--- config.mk ---
export PLATFORM = sky130hd
export DESIGN_NAME = orgr_regs_top
export DESIGN_NICKNAME = d
export VERILOG_FILES = /design/src/rtl/orgr_pkg.sv /design/src/rtl/orgr_gain_reg.sv /design/src/rtl/orgr_regs_top.sv
export VERILOG_INCLUDE_DIRS = /design/src /design/src/rtl
export SDC_FILE = /design/constraint.sdc
export NUM_CORES = 1
export LEC_CHECK = 0
export BUFFER_PORTS_ARGS = -buffer_cell sky130_fd_sc_hd__buf_2
export CORE_ASPECT_RATIO = 1.75
export CORE_UTILIZATION = 49
export DETAILED_ROUTE_END_ITERATION = 16
export PLACE_DENSITY_LB_ADDON = 0.05
export SLEW_MARGIN = 10
export SYNTH_ARGS = -nofsm -noshare
export SYNTH_HDL_FRONTEND = slang
export SYNTH_HIERARCHICAL = 1
export SYNTH_SLANG_ARGS = --single-unit
--- constraint.sdc ---
create_clock -name sys_clk -period 2.9 [get_ports sys_clk]
set_input_delay 0 -clock sys_clk [delete_from_list [all_inputs] [get_ports sys_clk]]
set_output_delay 0 -clock sys_clk [all_outputs]
set_load 0.01 [all_outputs]
--- src/rtl/orgr_regs.svh ---
// Contract
// - Left line routing bit 4 routes the right filter negative terminal to the left line output.
// - Left line routing bit 3 routes the left filter output to the left line output.
// - Left line routing bit 1 routes the left mixer amplifier to the left line output.
// - Left line routing bit 0 feeds the right line output into the left line output.
// - Right line routing bit 3 routes the right filter output to the right line output.
// - Right line routing bit 1 routes the right mixer amplifier to the right line output.
// - Upper reserved routing fields read as zero and take only zero writes.
// - Single reserved bits in routing and gain registers are read-only zero.
// - Headphone gain bit 6 mutes its driver and resets to one.
// - Left line gain bit 6 mutes its driver and resets to one.
// - Headphone gain codes run from minus six to plus fourteen dB.
// - Every gain field resets to code zero, applied as zero dB.
// - Left line gain codes run from minus six to plus twenty-nine dB.
// - Mute is not guaranteed to silence a headphone driver at minus six dB.
`ifndef ORGR_REGS_SVH
`define ORGR_REGS_SVH

// ----------------------------------------
// Register word indices (byte address is four times the index)
// ----------------------------------------
`define ORGR_IDX_LEFT_ROUTE 8'h0E
`define ORGR_IDX_RIGHT_ROUTE 8'h0F
`define ORGR_IDX_LEFT_HP_GAIN 8'h10
`define ORGR_IDX_RIGHT_HP_GAIN 8'h11
`define ORGR_IDX_LEFT_LINE_GAIN 8'h12
`define ORGR_ADDR_W 12

// ----------------------------------------
// Writable bit masks and reset values
// ----------------------------------------
`define ORGR_LEFT_ROUTE_MASK 8'h1B
`define ORGR_RIGHT_ROUTE_MASK 8'h0A
`define ORGR_GAIN_MASK 8'h7F
`define ORGR_ROUTE_RESET 8'h00
`define ORGR_GAIN_RESET 8'h40

// ----------------------------------------
// Field positions
// ----------------------------------------
`define ORGR_BIT_RNEG 4
`define ORGR_BIT_DAC 3
`define ORGR_BIT_MIX 1
`define ORGR_BIT_LOOP 0
`define ORGR_BIT_MUTE 6
`define ORGR_GAIN_HI 5

// ----------------------------------------
// Gain code limits
// ----------------------------------------
`define ORGR_GAIN_MIN 6'h3A
`define ORGR_HP_GAIN_MAX 6'h0E
`define ORGR_LINE_GAIN_MAX 6'h1D

`endif

--- src/rtl/orgr_pkg.sv ---
package orgr_pkg;
    typedef logic signed [5:0] orgr_gain_t;
    typedef logic [7:0] orgr_byte_t;
endpackage

--- src/rtl/orgr_gain_reg.sv ---
`timescale 1ns/1ps
`include "orgr_regs.svh"
module orgr_gain_reg
    import orgr_pkg::*;
#(
    parameter logic [5:0] GAIN_MAX = `ORGR_HP_GAIN_MAX
) (
    // Clock and reset
    input wire logic sys_clk,
    input wire logic rstn,
    // Write port
    input wire logic wr_en,
    input wire logic [7:0] wr_data,
    // Register and decoded fields
    output orgr_byte_t value,
    output logic mute,
    output orgr_gain_t gain_db,
    output logic gain_valid
);
    // ----------------------------------------
    // Storage
    // ----------------------------------------
    // mute resets set
    always_ff @(posedge sys_clk or negedge rstn) begin
        if (!rstn) begin
            value <= `ORGR_GAIN_RESET;
        end else if (wr_en) begin
            value <= wr_data & `ORGR_GAIN_MASK;
        end
    end

    assign mute = value[`ORGR_BIT_MUTE];
    assign gain_db = orgr_gain_t'(value[`ORGR_GAIN_HI:0]);
    assign gain_valid = (gain_db >= orgr_gain_t'(`ORGR_GAIN_MIN))
        && (gain_db <= orgr_gain_t'(GAIN_MAX));
endmodule

--- src/rtl/orgr_regs_top.sv ---
// Design decision made here: the APB register port.
`timescale 1ns/1ps
`include "orgr_regs.svh"
module orgr_regs_top
    import orgr_pkg::*;
(
    // Clock and reset
    input wire logic sys_clk,
    input wire logic rstn,
    // APB slave
    input wire logic psel,
    input wire logic penable,
    input wire logic pwrite,
    input wire logic [`ORGR_ADDR_W-1:0] paddr,
    input wire logic [31:0] pwdata,
    input wire logic [3:0] pstrb,
    output logic [31:0] prdata,
    output logic pready,
    output logic pslverr,
    // Left line output routing
    output logic left_line_output_from_rneg,
    output logic left_line_output_from_ldac,
    output logic left_line_output_from_left_mixer_amplifier,
    output logic left_line_output_from_right_line_output,
    // Right line output routing
    output logic right_line_output_from_rdac,
    output logic right_line_output_from_right_mixer_amplifier,
    // Headphone drivers
    output logic left_headphone_driver_mute,
    output orgr_gain_t left_headphone_driver_gain,
    output logic left_headphone_driver_gain_ok,
    output logic right_headphone_driver_mute,
    output orgr_gain_t right_headphone_driver_gain,
    output logic right_headphone_driver_gain_ok,
    output logic headphone_mute_unreliable,
    // Left line driver
    output logic left_line_output_mute,
    output orgr_gain_t left_line_output_gain,
    output logic left_line_output_gain_ok
);
    // ----------------------------------------
    // Address decode
    // ----------------------------------------
    // Access completes in its first access cycle, so no wait states.
    wire [`ORGR_ADDR_W-3:0] word_idx = paddr[`ORGR_ADDR_W-1:2];
    wire hit_left_route =
        word_idx == (`ORGR_ADDR_W-2)'(`ORGR_IDX_LEFT_ROUTE);
    wire hit_right_route =
        word_idx == (`ORGR_ADDR_W-2)'(`ORGR_IDX_RIGHT_ROUTE);
    wire hit_left_hp =
        word_idx == (`ORGR_ADDR_W-2)'(`ORGR_IDX_LEFT_HP_GAIN);
    wire hit_right_hp =
        word_idx == (`ORGR_ADDR_W-2)'(`ORGR_IDX_RIGHT_HP_GAIN);
    wire hit_left_line =
        word_idx == (`ORGR_ADDR_W-2)'(`ORGR_IDX_LEFT_LINE_GAIN);
    wire hit_any = hit_left_route | hit_right_route | hit_left_hp
        | hit_right_hp | hit_left_line;
    wire aligned = paddr[1:0] == 2'h0;
    wire access = psel & penable;
    // A write without the low byte lane enabled changes nothing.
    wire wr_ok = access & pwrite & hit_any & aligned & pstrb[0];
    wire [7:0] wbyte = pwdata[7:0];

    assign pready = 1'b1;
    assign pslverr = access & ~(hit_any & aligned);

    // ----------------------------------------
    // Routing registers
    // ----------------------------------------
    orgr_byte_t left_line_out_routing;
    orgr_byte_t right_line_out_routing;

    always_ff @(posedge sys_clk or negedge rstn) begin
        if (!rstn) begin
            left_line_out_routing <= `ORGR_ROUTE_RESET;
        end else if (wr_ok && hit_left_route) begin
            left_line_out_routing <= wbyte & `ORGR_LEFT_ROUTE_MASK;
        end
    end

    always_ff @(posedge sys_clk or negedge rstn) begin
        if (!rstn) begin
            right_line_out_routing <= `ORGR_ROUTE_RESET;
        end else if (wr_ok && hit_right_route) begin
            right_line_out_routing <= wbyte & `ORGR_RIGHT_ROUTE_MASK;
        end
    end

    assign left_line_output_from_rneg =
        left_line_out_routing[`ORGR_BIT_RNEG];
    assign left_line_output_from_ldac =
        left_line_out_routing[`ORGR_BIT_DAC];
    assign left_line_output_from_left_mixer_amplifier =
        left_line_out_routing[`ORGR_BIT_MIX];
    assign left_line_output_from_right_line_output =
        left_line_out_routing[`ORGR_BIT_LOOP];
    assign right_line_output_from_rdac =
        right_line_out_routing[`ORGR_BIT_DAC];
    assign right_line_output_from_right_mixer_amplifier =
        right_line_out_routing[`ORGR_BIT_MIX];

    // ----------------------------------------
    // Gain and mute registers
    // ----------------------------------------
    orgr_byte_t left_headphone_gain_mute;
    orgr_byte_t right_headphone_gain_mute;
    orgr_byte_t left_line_gain_mute;

    orgr_gain_reg #(
        .GAIN_MAX(`ORGR_HP_GAIN_MAX)
    ) u_left_headphone (
        .sys_clk(sys_clk),
        .rstn(rstn),
        .wr_en(wr_ok & hit_left_hp),
        .wr_data(wbyte),
        .value(left_headphone_gain_mute),
        .mute(left_headphone_driver_mute),
        .gain_db(left_headphone_driver_gain),
        .gain_valid(left_headphone_driver_gain_ok)
    );

    orgr_gain_reg #(
        .GAIN_MAX(`ORGR_HP_GAIN_MAX)
    ) u_right_headphone (
        .sys_clk(sys_clk),
        .rstn(rstn),
        .wr_en(wr_ok & hit_right_hp),
        .wr_data(wbyte),
        .value(right_headphone_gain_mute),
        .mute(right_headphone_driver_mute),
        .gain_db(right_headphone_driver_gain),
        .gain_valid(right_headphone_driver_gain_ok)
    );

    orgr_gain_reg #(
        .GAIN_MAX(`ORGR_LINE_GAIN_MAX)
    ) u_left_line (
        .sys_clk(sys_clk),
        .rstn(rstn),
        .wr_en(wr_ok & hit_left_line),
        .wr_data(wbyte),
        .value(left_line_gain_mute),
        .mute(left_line_output_mute),
        .gain_db(left_line_output_gain),
        .gain_valid(left_line_output_gain_ok)
    );

    // The analog stage cannot guarantee mute at the lowest headphone gain,
    // so this flag warns that a requested mute may leak audio.
    // mute not guaranteed
    assign headphone_mute_unreliable =
        (left_headphone_driver_mute && left_headphone_driver_gain ==
            orgr_gain_t'(`ORGR_GAIN_MIN))
        || (right_headphone_driver_mute && right_headphone_driver_gain ==
            orgr_gain_t'(`ORGR_GAIN_MIN));

    // ----------------------------------------
    // Read data
    // ----------------------------------------
    wire [7:0] rd_byte =
        ({8{hit_left_route}} & left_line_out_routing)
        | ({8{hit_right_route}} & right_line_out_routing)
        | ({8{hit_left_hp}} & left_headphone_gain_mute)
        | ({8{hit_right_hp}} & right_headphone_gain_mute)
        | ({8{hit_left_line}} & left_line_gain_mute);
    wire rd_ok = psel & ~penable & ~pwrite & aligned;

    // Read data is captured in the setup cycle so prdata is a register
    // yet valid in the single access cycle.
    always_ff @(posedge sys_clk or negedge rstn) begin
        if (!rstn) begin
            prdata <= 32'h00000000;
        end else if (rd_ok) begin
            prdata <= {24'h000000, rd_byte};
        end
    end
endmodule
# Word-level counts from Yosys, hierarchy flattened
# Cells that the tools add are included.
# W data, S select, Z words.
[word_totals]
reg_bits = 35
latch_bits = 0
ramBits = 0
rom_bits = 0
inputBits = 53
out_inout_bits = 65
word_cells = 57
memories = 0
[op_classes]
addsub = 0
multipliers = 0
n_div = 0
magnitude_cmp = 6
eq_ne = 7
shifts = 0
muxes = 0
n_bitwise = 29
n_reduce_logical = 9
[ops]
columns = ["cell", "n"]
rows = [
  ["$or A8 B8 Y8", 4],
  ["$eq A10 B5 Y1 const B", 3],
  ["$and A8 B7 Y8", 3],
  ["$eq A10 B4 Y1 const B", 2],
  ["$ge A6 B4 Y1 const B", 3],
  ["$and A1 B1 Y1", 13],
  ["$eq A6 B4 Y1 const B", 2],
  ["$le A6 B5 Y1 const B", 2],
  ["$and A8 B4 Y8", 1],
  ["$and A8 B5 Y8", 1],
  ["$logic_and A1 B1 Y1", 7],
  ["$le A6 B6 Y1 const B", 1],
  ["$or A1 B1 Y1", 4],
  ["$not A1 Y1", 3],
  ["$logic_not A2 Y1", 1],
  ["$logic_or A1 B1 Y1", 1],
]

# Depth between registers and ports, before layout
# Gate-level depths: netlist of run 1.
[depth]
ltp_word = 9
ltp_mapped = 6
mapped_depth_nobuf = 4

# Modules after synthesis
# Netlist of run 1, hierarchy kept.
[modules_own_cells]
columns = ["mod", "n_inst", "cells_per_inst", "area_each_um2", "seq_area_each_um2"]
rows = [
  ["orgr_regs_top", 1, 128, 1163.6, 350.3],
  ["orgr_gain_reg at u_left_headphone ...", 2, 27, 380.4, 176.4],
  ["orgr_gain_reg at u_left_line", 1, 27, 381.6, 176.4],
]

# Least setup slack after synthesis of run 1
# Ideal clock, no wire load.
[synth_timing]
path_type = "input -> register"
from = "in paddr[4]"
to = "reg u_left_headphone.value[0]"
setup_ps = 125
arrival_time_ps = 1299
required_time_ps = 2775
slack_ps = 1475
path_stages = 5
path_buffers = 1
cell_sequence = "nor3b_1 -> nand2_1 -> nor4_1 -> buf_6 -> mux2_4"
[synth_between]
elab_chain_len = 9
word_cells_on_any_way = 13
cone_classes = "eq/ne (5); bitwise (8)"
[synth_lines]
columns = ["element", "line_no", "source"]
rows = [
  ["from (decl)", "orgr_regs_top.sv:14", "input wire logic [`ORGR_ADDR_W-1:0] paddr,"],
  ["$eq A10 B4 Y1, on equally long branches", "orgr_regs_top.sv:47, orgr_regs_top.sv:49", ""],
  ["$or A1 B1 Y1 (2 in series)", "orgr_regs_top.sv:56", "wire hit_any = hit_left_route | hit_right_route | hit_left_hp"],
  ["$or A1 B1 Y1 (2 in series)", "orgr_regs_top.sv:57", "| hit_right_hp | hit_left_line;"],
  ["$and A1 B1 Y1 (3 in series)", "orgr_regs_top.sv:61", "wire wr_ok = access & pwrite & hit_any & aligned & pstrb[0];"],
  ["$and A1 B1 Y1 (*)", "orgr_regs_top.sv:114", ".wr_en(wr_ok & hit_left_hp),"],
  ["to (signal assigned)", "orgr_gain_reg.sv:26", "value <= `ORGR_GAIN_RESET;"],
  ["to (signal assigned)", "orgr_gain_reg.sv:28", "value <= wr_data & `ORGR_GAIN_MASK;"],
  ["to (decl)", "orgr_gain_reg.sv:15", "output orgr_byte_t value,"],
]
# Mark *: on every way between the ends. The rest lies on a longest branch, timed or not.
# A chain may end at the register's enable or synchronous reset.

# Worst setup path in the final report of run 1
[layout_timing]
from = "reg u_left_headphone.value[6]"
to = "out headphone_mute_unreliable"
[layout_between]
elab_chain_len = 2
[layout_lines]
columns = ["element", "line_no", "source"]
rows = [
  ["$logic_and A1 B1 Y1", "orgr_regs_top.sv:152", "(left_headphone_driver_mute && left_headphone_driver_gain =="],
  ["$logic_or A1 B1 Y1", "orgr_regs_top.sv:152", ""],
  ["to (decl)", "orgr_regs_top.sv:35", "output logic headphone_mute_unreliable,"],
]
# No other way between the ends.

==> results.tsv, run 1 <==
metric	value	unit
status	complete, no violations	
grt_usage	21.42	%
async_flop_share	100.0	%
hp-class	input pin to flop	
numCtsBuffers	5	
p_int	0.8050	mW
cpMaxStageDelayCell	or4b_2	
worst_setup_path_start_kind	flop	
start_util	51.89	%
ys_seq_elements	35	
hold_viol	0	
maxSlewViolCount	0	
routed_wl	4.876	mm
ctsRootBufferMaster	clkbuf_8	
grt-ovfl-total	0	
remaining_drc_errors	0	
groute.layer.met2.usage	36.83	%
critPathMaxStageDelay	0.64	ns
rows	32	
drt-initial-drc-count	24	
grt_pass1_wl	7.638	mm
crit_type	flop to primary output	
rsz0062_at_grt	no	
fin_crit	1.865	ns
netlist_area	2306	sq um
die_h	92.75	um
dp.final_hpwl	3.767	mm
top_usage_layer	met2	
io_pins	118	
cts_tree	yes	
nFillCells	413	
synth-edff-count	0	
final_area	2565	sq um
vias	1612	
grtUsageMet1	25.29	%
cts_sinks	35	
yosys_warnings	6	
postLayoutSetupSlackWorst	1.035	ns
p_leak	1.355	nW
clk_pin_slew_worst_paths	0.08	ns
power_frac_comb	8.7	%
vias_per_cell	5.234	
clk_latency	0.29	ns
fin_setup_tns	0	ns
syn_avg_cell_area	11.03	sq um
diodes	0	
grt_pass1_vias	1549	
critPathArrivalTime	1.86	ns
core-area	4444	sq um
multi_input_area	1092	sq um
power.share.switching	23.54	%
ys_seq_area_share	38.14	%
ys.flop_type	dfrtp_1	
die_w	53.86	um
cp.required	2.90	ns
detail_route.wl_per_cell	15.83	um
ant_nets	0	
pre_cts_slack	1.323	ns
cts_resized	0	
place_area	2394	sq um
fmaxAchievable	536.3	MHz
ys_types	40	
synth_cells	209	
layout-drive-gt1-share	44.75	%
use_met3	4.598	%
fin_crit_sh	64.29	%
clkPwrFrac	44.5	%
portBuffers	64	
grt_max_degree	36	
seq_area	879.6	sq um
drv_cap	0	
sequentialPowerShare	46.8	%
crit_fanout	4	
switching_power	0.2478	mW
critPathCaptureType	primary output	
relSlewSlack	49.87	%
finalClockSkew	0.005691	ns
cts.path.max_buffers	2	
power_density	410.4	nW/um^2
nNetsFinal	309	
worst_slew_pin_slew	0.7520	ns
dr.pass1.iters	4	
fp.dieArea	4995	sq um
crit_chain	nand4_1 -> or4b_2 -> o41ai_1 -> buf_2	
setup_violations	0	
cts_setup_buffers	0	
vdd_drop_max	0.4459	mV
area_growth	11.23	%
antenna_found_initial	0	
place.gp.congestion	0.8384	
cts.htree.levels	2	
==> repair_timing <==
item / in CTS / in global routing
hold endpoints to repair: 45 / 0
hold buffers: 5 / 0
setup endpoints to repair: 0 / 0
==> sequential cells by signal (all words and copies together), names as in the netlist <==
signal,flops
right_line_out_routing,2
left_line_out_routing,4
prdata,8
u_left_headphone/value,7
u_right_headphone/value,7
u_left_line/value,7
==> through the flow <==
step	total power [mW]	hold WS (ns)	utilization (%)	std cells
after floorplan	0.5737	-0.2956	-	232
after global placement	0.5893	0.1214	53.86	295
after detailed placement	0.5897	0.1231	53.86	295
after CTS	1.061	0.01065	57.71	308
after global routing	1.092	0.01298	57.71	308
final	1.053	0.009629	57.71	308
==> kinds of logic (layout without fill, tap and decap cells) <==
kind of cell / after synthesis / in the layout / share of synthesized area [%]
AND/OR/NAND/NOR: 48 / 48 / 12.64
other: 5 / 28 / 0.8140
AO/OA/AOI/OAI: 25 / 25 / 8.085
flip-flops: 35 / 35 / 38.14
multiplexers: 38 / 38 / 21.54
buffers and inverters: 58 / 83 / 18.77
==> placed cells by master (no fill, tap or decap), types with 2 or more instances in the layout <==
cell type / Yosys / layout
o21ai_0: 5 / 5
mux2_4: 21 / 21
o2111ai_1: 2 / 2
a41o_1: 2 / 2
nand2_1: 10 / 10
nor3b_1: 2 / 2
or3_1: 2 / 2
dfrtp_1: 32 / 32
and3_1: 3 / 3
o2bb2ai_1: 2 / 2
buf_4: 49 / 4
nand3_1: 8 / 8
conb_1: 5 / 28
nand4_1: 6 / 6
buf_2: 1 / 64
mux2i_1: 8 / 8
o21ai_1: 2 / 2
dfstp_2: 3 / 3
a22o_1: 4 / 4
dlygate4sd3_1: 0 / 5
mux2_2: 9 / 9
nor4_2: 0 / 2
a31oi_1: 2 / 2
a22oi_1: 2 / 2
inv_1: 2 / 2
nor2_1: 6 / 6
clkbuf_8: 0 / 6
==> cells in the mapped netlist (2+ instances only) <==
cell type	n	area share, %
a41o_1	2	0.87
a22o_1	4	1.5
nor3b_1	2	0.65
nand4_1	6	1.6
buf_6	4	2.0
a31oi_1	2	0.54
clkbuf_1	2	0.33
o21ai_1	2	0.43
nand3_1	8	1.7
mux2i_1	8	3.5
buf_4	49	16
o2bb2ai_1	2	0.76
dfrtp_1	32	35
a22oi_1	2	0.65
o2111ai_1	2	0.76
o21ai_0	5	1.1
nor4_1	2	0.54
conb_1	5	0.81
dfstp_2	3	3.4
inv_1	2	0.33
nand2_1	10	1.6
mux2_2	9	4.4
and3_1	3	0.81
nor2_1	6	0.98
mux2_4	21	14
or3_1	2	0.54
==> critical path: cells and delay by family (launching register included) <==
family	cells	cell delay, ns
and+or+nand+nor	2	0.73
buffers and inverters	1	0.19
DFF	1	0.57
AOI/OAI and AO/OA	1	0.09
==> final timing paths <==
check	from	endpoint	slack, ns	cells past startpoint
min reg2reg	prdata[1]	prdata[1]	0.49	2
max	u_left_headphone/value[6]	headphone_mute_unreliable	1.04	4
max in group asynchronous	rstn	u_right_headphone/value[1]	2.11	2
min	pwdata[4]	u_right_headphone/value[4]	0.01	2
max reg2reg	left_line_out_routing[0]	prdata[0]	1.75	3
min in group asynchronous	rstn	prdata[6]	0.31	2
==> routing by layer <==
metal	vias to the layer above	part of all wire [%]
met5	-	0
met4	0	0.62
met3	2	3.6
met2	46	55
met1	798	40
li1	766	-
==> power by group through the flow <==
stage                     logic [mW]  registers (mW)  clock network, mW
after floorplan               0.0694           0.504                  0
after global placement        0.0870           0.502                  0
after detailed placement      0.0870           0.503                  0
after CTS                     0.0922           0.493              0.476
after global routing           0.104           0.493              0.495
final                         0.0915           0.493              0.468
==> area by class of cell <==
type,instances,area share (%)
sequential,35,34.29
clock buffer,6,3.220
multi-input combinational,139,42.59
inverter,2,0.2927
clock inverter,2,1.512
tap,51,2.488
timing repair buffer,73,15.61
Note: power is estimated with default switching activity, not from simulation.
==> run 2: changes to the inputs <==
Settings changed: CORE_UTILIZATION 49 to 46.
Clock period 2.9 ns to 1.8 ns, I/O delays scaled along.
==> run 2 against run 1 <==
Effect of this change: final cell count rose by 2.6%; register-to-register slack got worse by 1.1 ns; critical path depth did not move; clock power rose by 18%; clock-buffer cell count did not move; highest routed layer unchanged; sequential share of layout area fell by 0.41 points; sequential power rose by 61%; largest cell class unchanged.
==> results.tsv, run 2 (synthesized netlist as in run 1, its figures left out) <==
metric	value	unit	change
final_cell_mix	64 x buf_2, 32 x dfrtp_1, 28 x conb_1		
p_leak	1.377	nW	+1.6%
seq_area	879.6	sq um	unchanged
dp.final_hpwl	3.758	mm	-0.23%
cts_tree	yes		
ant_nets	0		unchanged
reg2reg_from	u_right_headphone/value[0]		
fin_crit_sh	91.31	%	
grt_max_degree	36		unchanged
r2r_slack	0.65	ns	-1.10 ns
setup_violations	0		unchanged
status	complete, no violations		
fp.dieArea	5311	sq um	+6.3%
grt_pass1_vias	1486		-4.1%
worst_setup_path_start_kind	flop		
die_w	55.52	um	+3.1%
remaining_drc_errors	0		unchanged
vias	1627		+0.93%
critPathArrivalTime	1.64	ns	-0.22 ns
area_growth	12.59	%	
diodes	0		unchanged
worst_slew_pin_slew	0.7832	ns	+0.03122 ns
crit_fanout	2		-2
hold_ws	0.01315	ns	+0.003520 ns
top_register	prdata		
hp-class	input pin to flop		
io_pins	118		unchanged
dr.pass1.iters	4		unchanged
hold_viol	0		unchanged
fin_crit	1.644	ns	
finalNonFillerCells	316		+2.6%
power_density	577.8	nW/um^2	+41%
fmaxAchievable	608.4	MHz	
grt_usage	19.48	%	-1.9 points
finalClockSkew	0.005580	ns	-0.0001114 ns
fin_setup_tns	0	ns	unchanged
antenna_found_initial	0		unchanged
place.gp.congestion	0.8381		about the same
core-area	4748	sq um	+6.8%
multi_input_area	1104	sq um	+1.0%
grt-ovfl-total	0		unchanged
rsz0062_at_grt	no		
min_to	u_right_headphone/value[1]		
maxSlewViolCount	0		unchanged
cts.path.max_buffers	2		unchanged
whs_path_depth	2		unchanged
grt_pass1_wl	7.803	mm	+2.2%
detail_route.wl_per_cell	15.69	um	-0.87%
layout_commonest_cell	buf_2		
die_h	95.66	um	+3.1%
cpMaxStageDelayCell	dfstp_2		
rows	33		+3.1%
cp.required	1.80	ns	-1.10 ns
relSlewSlack	47.79	%	-2.1 points
start_util	48.56	%	-3.3 points
drv_cap	0		unchanged
crit_type	flop to primary output		
routed_wl	4.959	mm	+1.7%
nNetsFinal	316		+2.3%
worstHoldStart	pwdata[1]		
cts_sinks	35		unchanged
vias_per_cell	5.149		-1.6%
numCtsBuffers	5		unchanged
clk_pin_slew_worst_paths	0.07	ns	about the same
portBuffers	64		unchanged
clk_latency	0.28	ns	about the same
largest_reg_flops	8		unchanged
vdd_drop_max	0.5403	mV	+21%
cts.htree.levels	2		unchanged
critPathMaxStageDelay	0.54	ns	-0.10 ns
dp_cells	301		+2.0%
drt-initial-drc-count	33		+38%
ctsRootBufferMaster	clkbuf_8		
crit_chain	nand4_1 -> or4b_4 -> o41ai_2 -> buf_2		
reg2regPathDepth	3		unchanged
critPathCaptureType	primary output		
r2r-end	prdata[0]		
layout-drive-gt1-share	45.83	%	+1.1 points
nFillCells	437		+5.8%
## run 2: repair_timing
action / 4_1_cts / 5_1_grt
resized for setup: 0 / 2
setup buffers: 1 / 0
hold buffers: 6 / 0
hold endpoints to repair: 47 / 0
gates cloned: 0 / 0
setup endpoints to repair: 1 / 1
## run 2: cell type report
cell class	count	area share, %
Timing Repair Buffer	80	17.54
Sequential cell	35	33.88
Tap cell	52	2.506
Inverter	2	0.2892
Clock inverter	2	0.4819
Clock buffer	6	2.795
Multi-Input combinational cell	139	42.51
## run 2: how the worst max path moves through the flow
stage,startpoint,end,slack (ns)
6_report,u_left_headphone/value[6],headphone_mute_unreliable,0.16
5_1_grt,u_left_headphone/value[6],headphone_mute_unreliable,0.09
4_1_cts,u_left_headphone/value[6],headphone_mute_unreliable,0.001
3_5_place_dp,psel,u_right_headphone/value[2],0.26
3_3_place_gp,psel,u_right_headphone/value[5],0.26
2_1_floorplan,paddr[4],u_left_headphone/value[0],0.38
## run 2: worst max-delay path: cells and delay by family (launching register included)
kind | cells | cell delay [ns]
and+or+nand+nor | 2 | 0.58
buffers and inverters | 1 | 0.18
AOI/OAI and AO/OA | 1 | 0.06
DFF | 1 | 0.54
## run 2: through the flow
stage	setup slack [ns]	instance area, sq um	utilization, %	total power, mW
after CTS	0.001228	2585	54.44	1.521
after floorplan	0.3754	2392	-	0.9244
after global routing	0.08738	2596	54.68	1.569
after global placement	0.2591	2432	51.23	0.9530
final	0.1564	2596	54.68	1.500
after detailed placement	0.2618	2432	51.23	0.9533
## run 2: routing by layer
| layer | vias to the layer above | GRT usage, % | routed length (um) |
|---|---|---|---|
| met3 | 7 | 3.121 | 205 |
| met4 | 0 | 7.083 | 92 |
| met5 | - | 0 | 0 |
| met2 | 52 | 33.84 | 2572 |
| li1 | 783 | - | - |
| met1 | 785 | 24.31 | 2089 |
## run 2: power by group
group | internal [mW] | switching, mW | total [mW] | leakage [nW]
Clock | 0.270 | 0.283 | 0.553 | 0.0412
Sequential | 0.792 | 0.00271 | 0.794 | 0.476
Combinational | 0.0550 | 0.0975 | 0.153 | 0.859
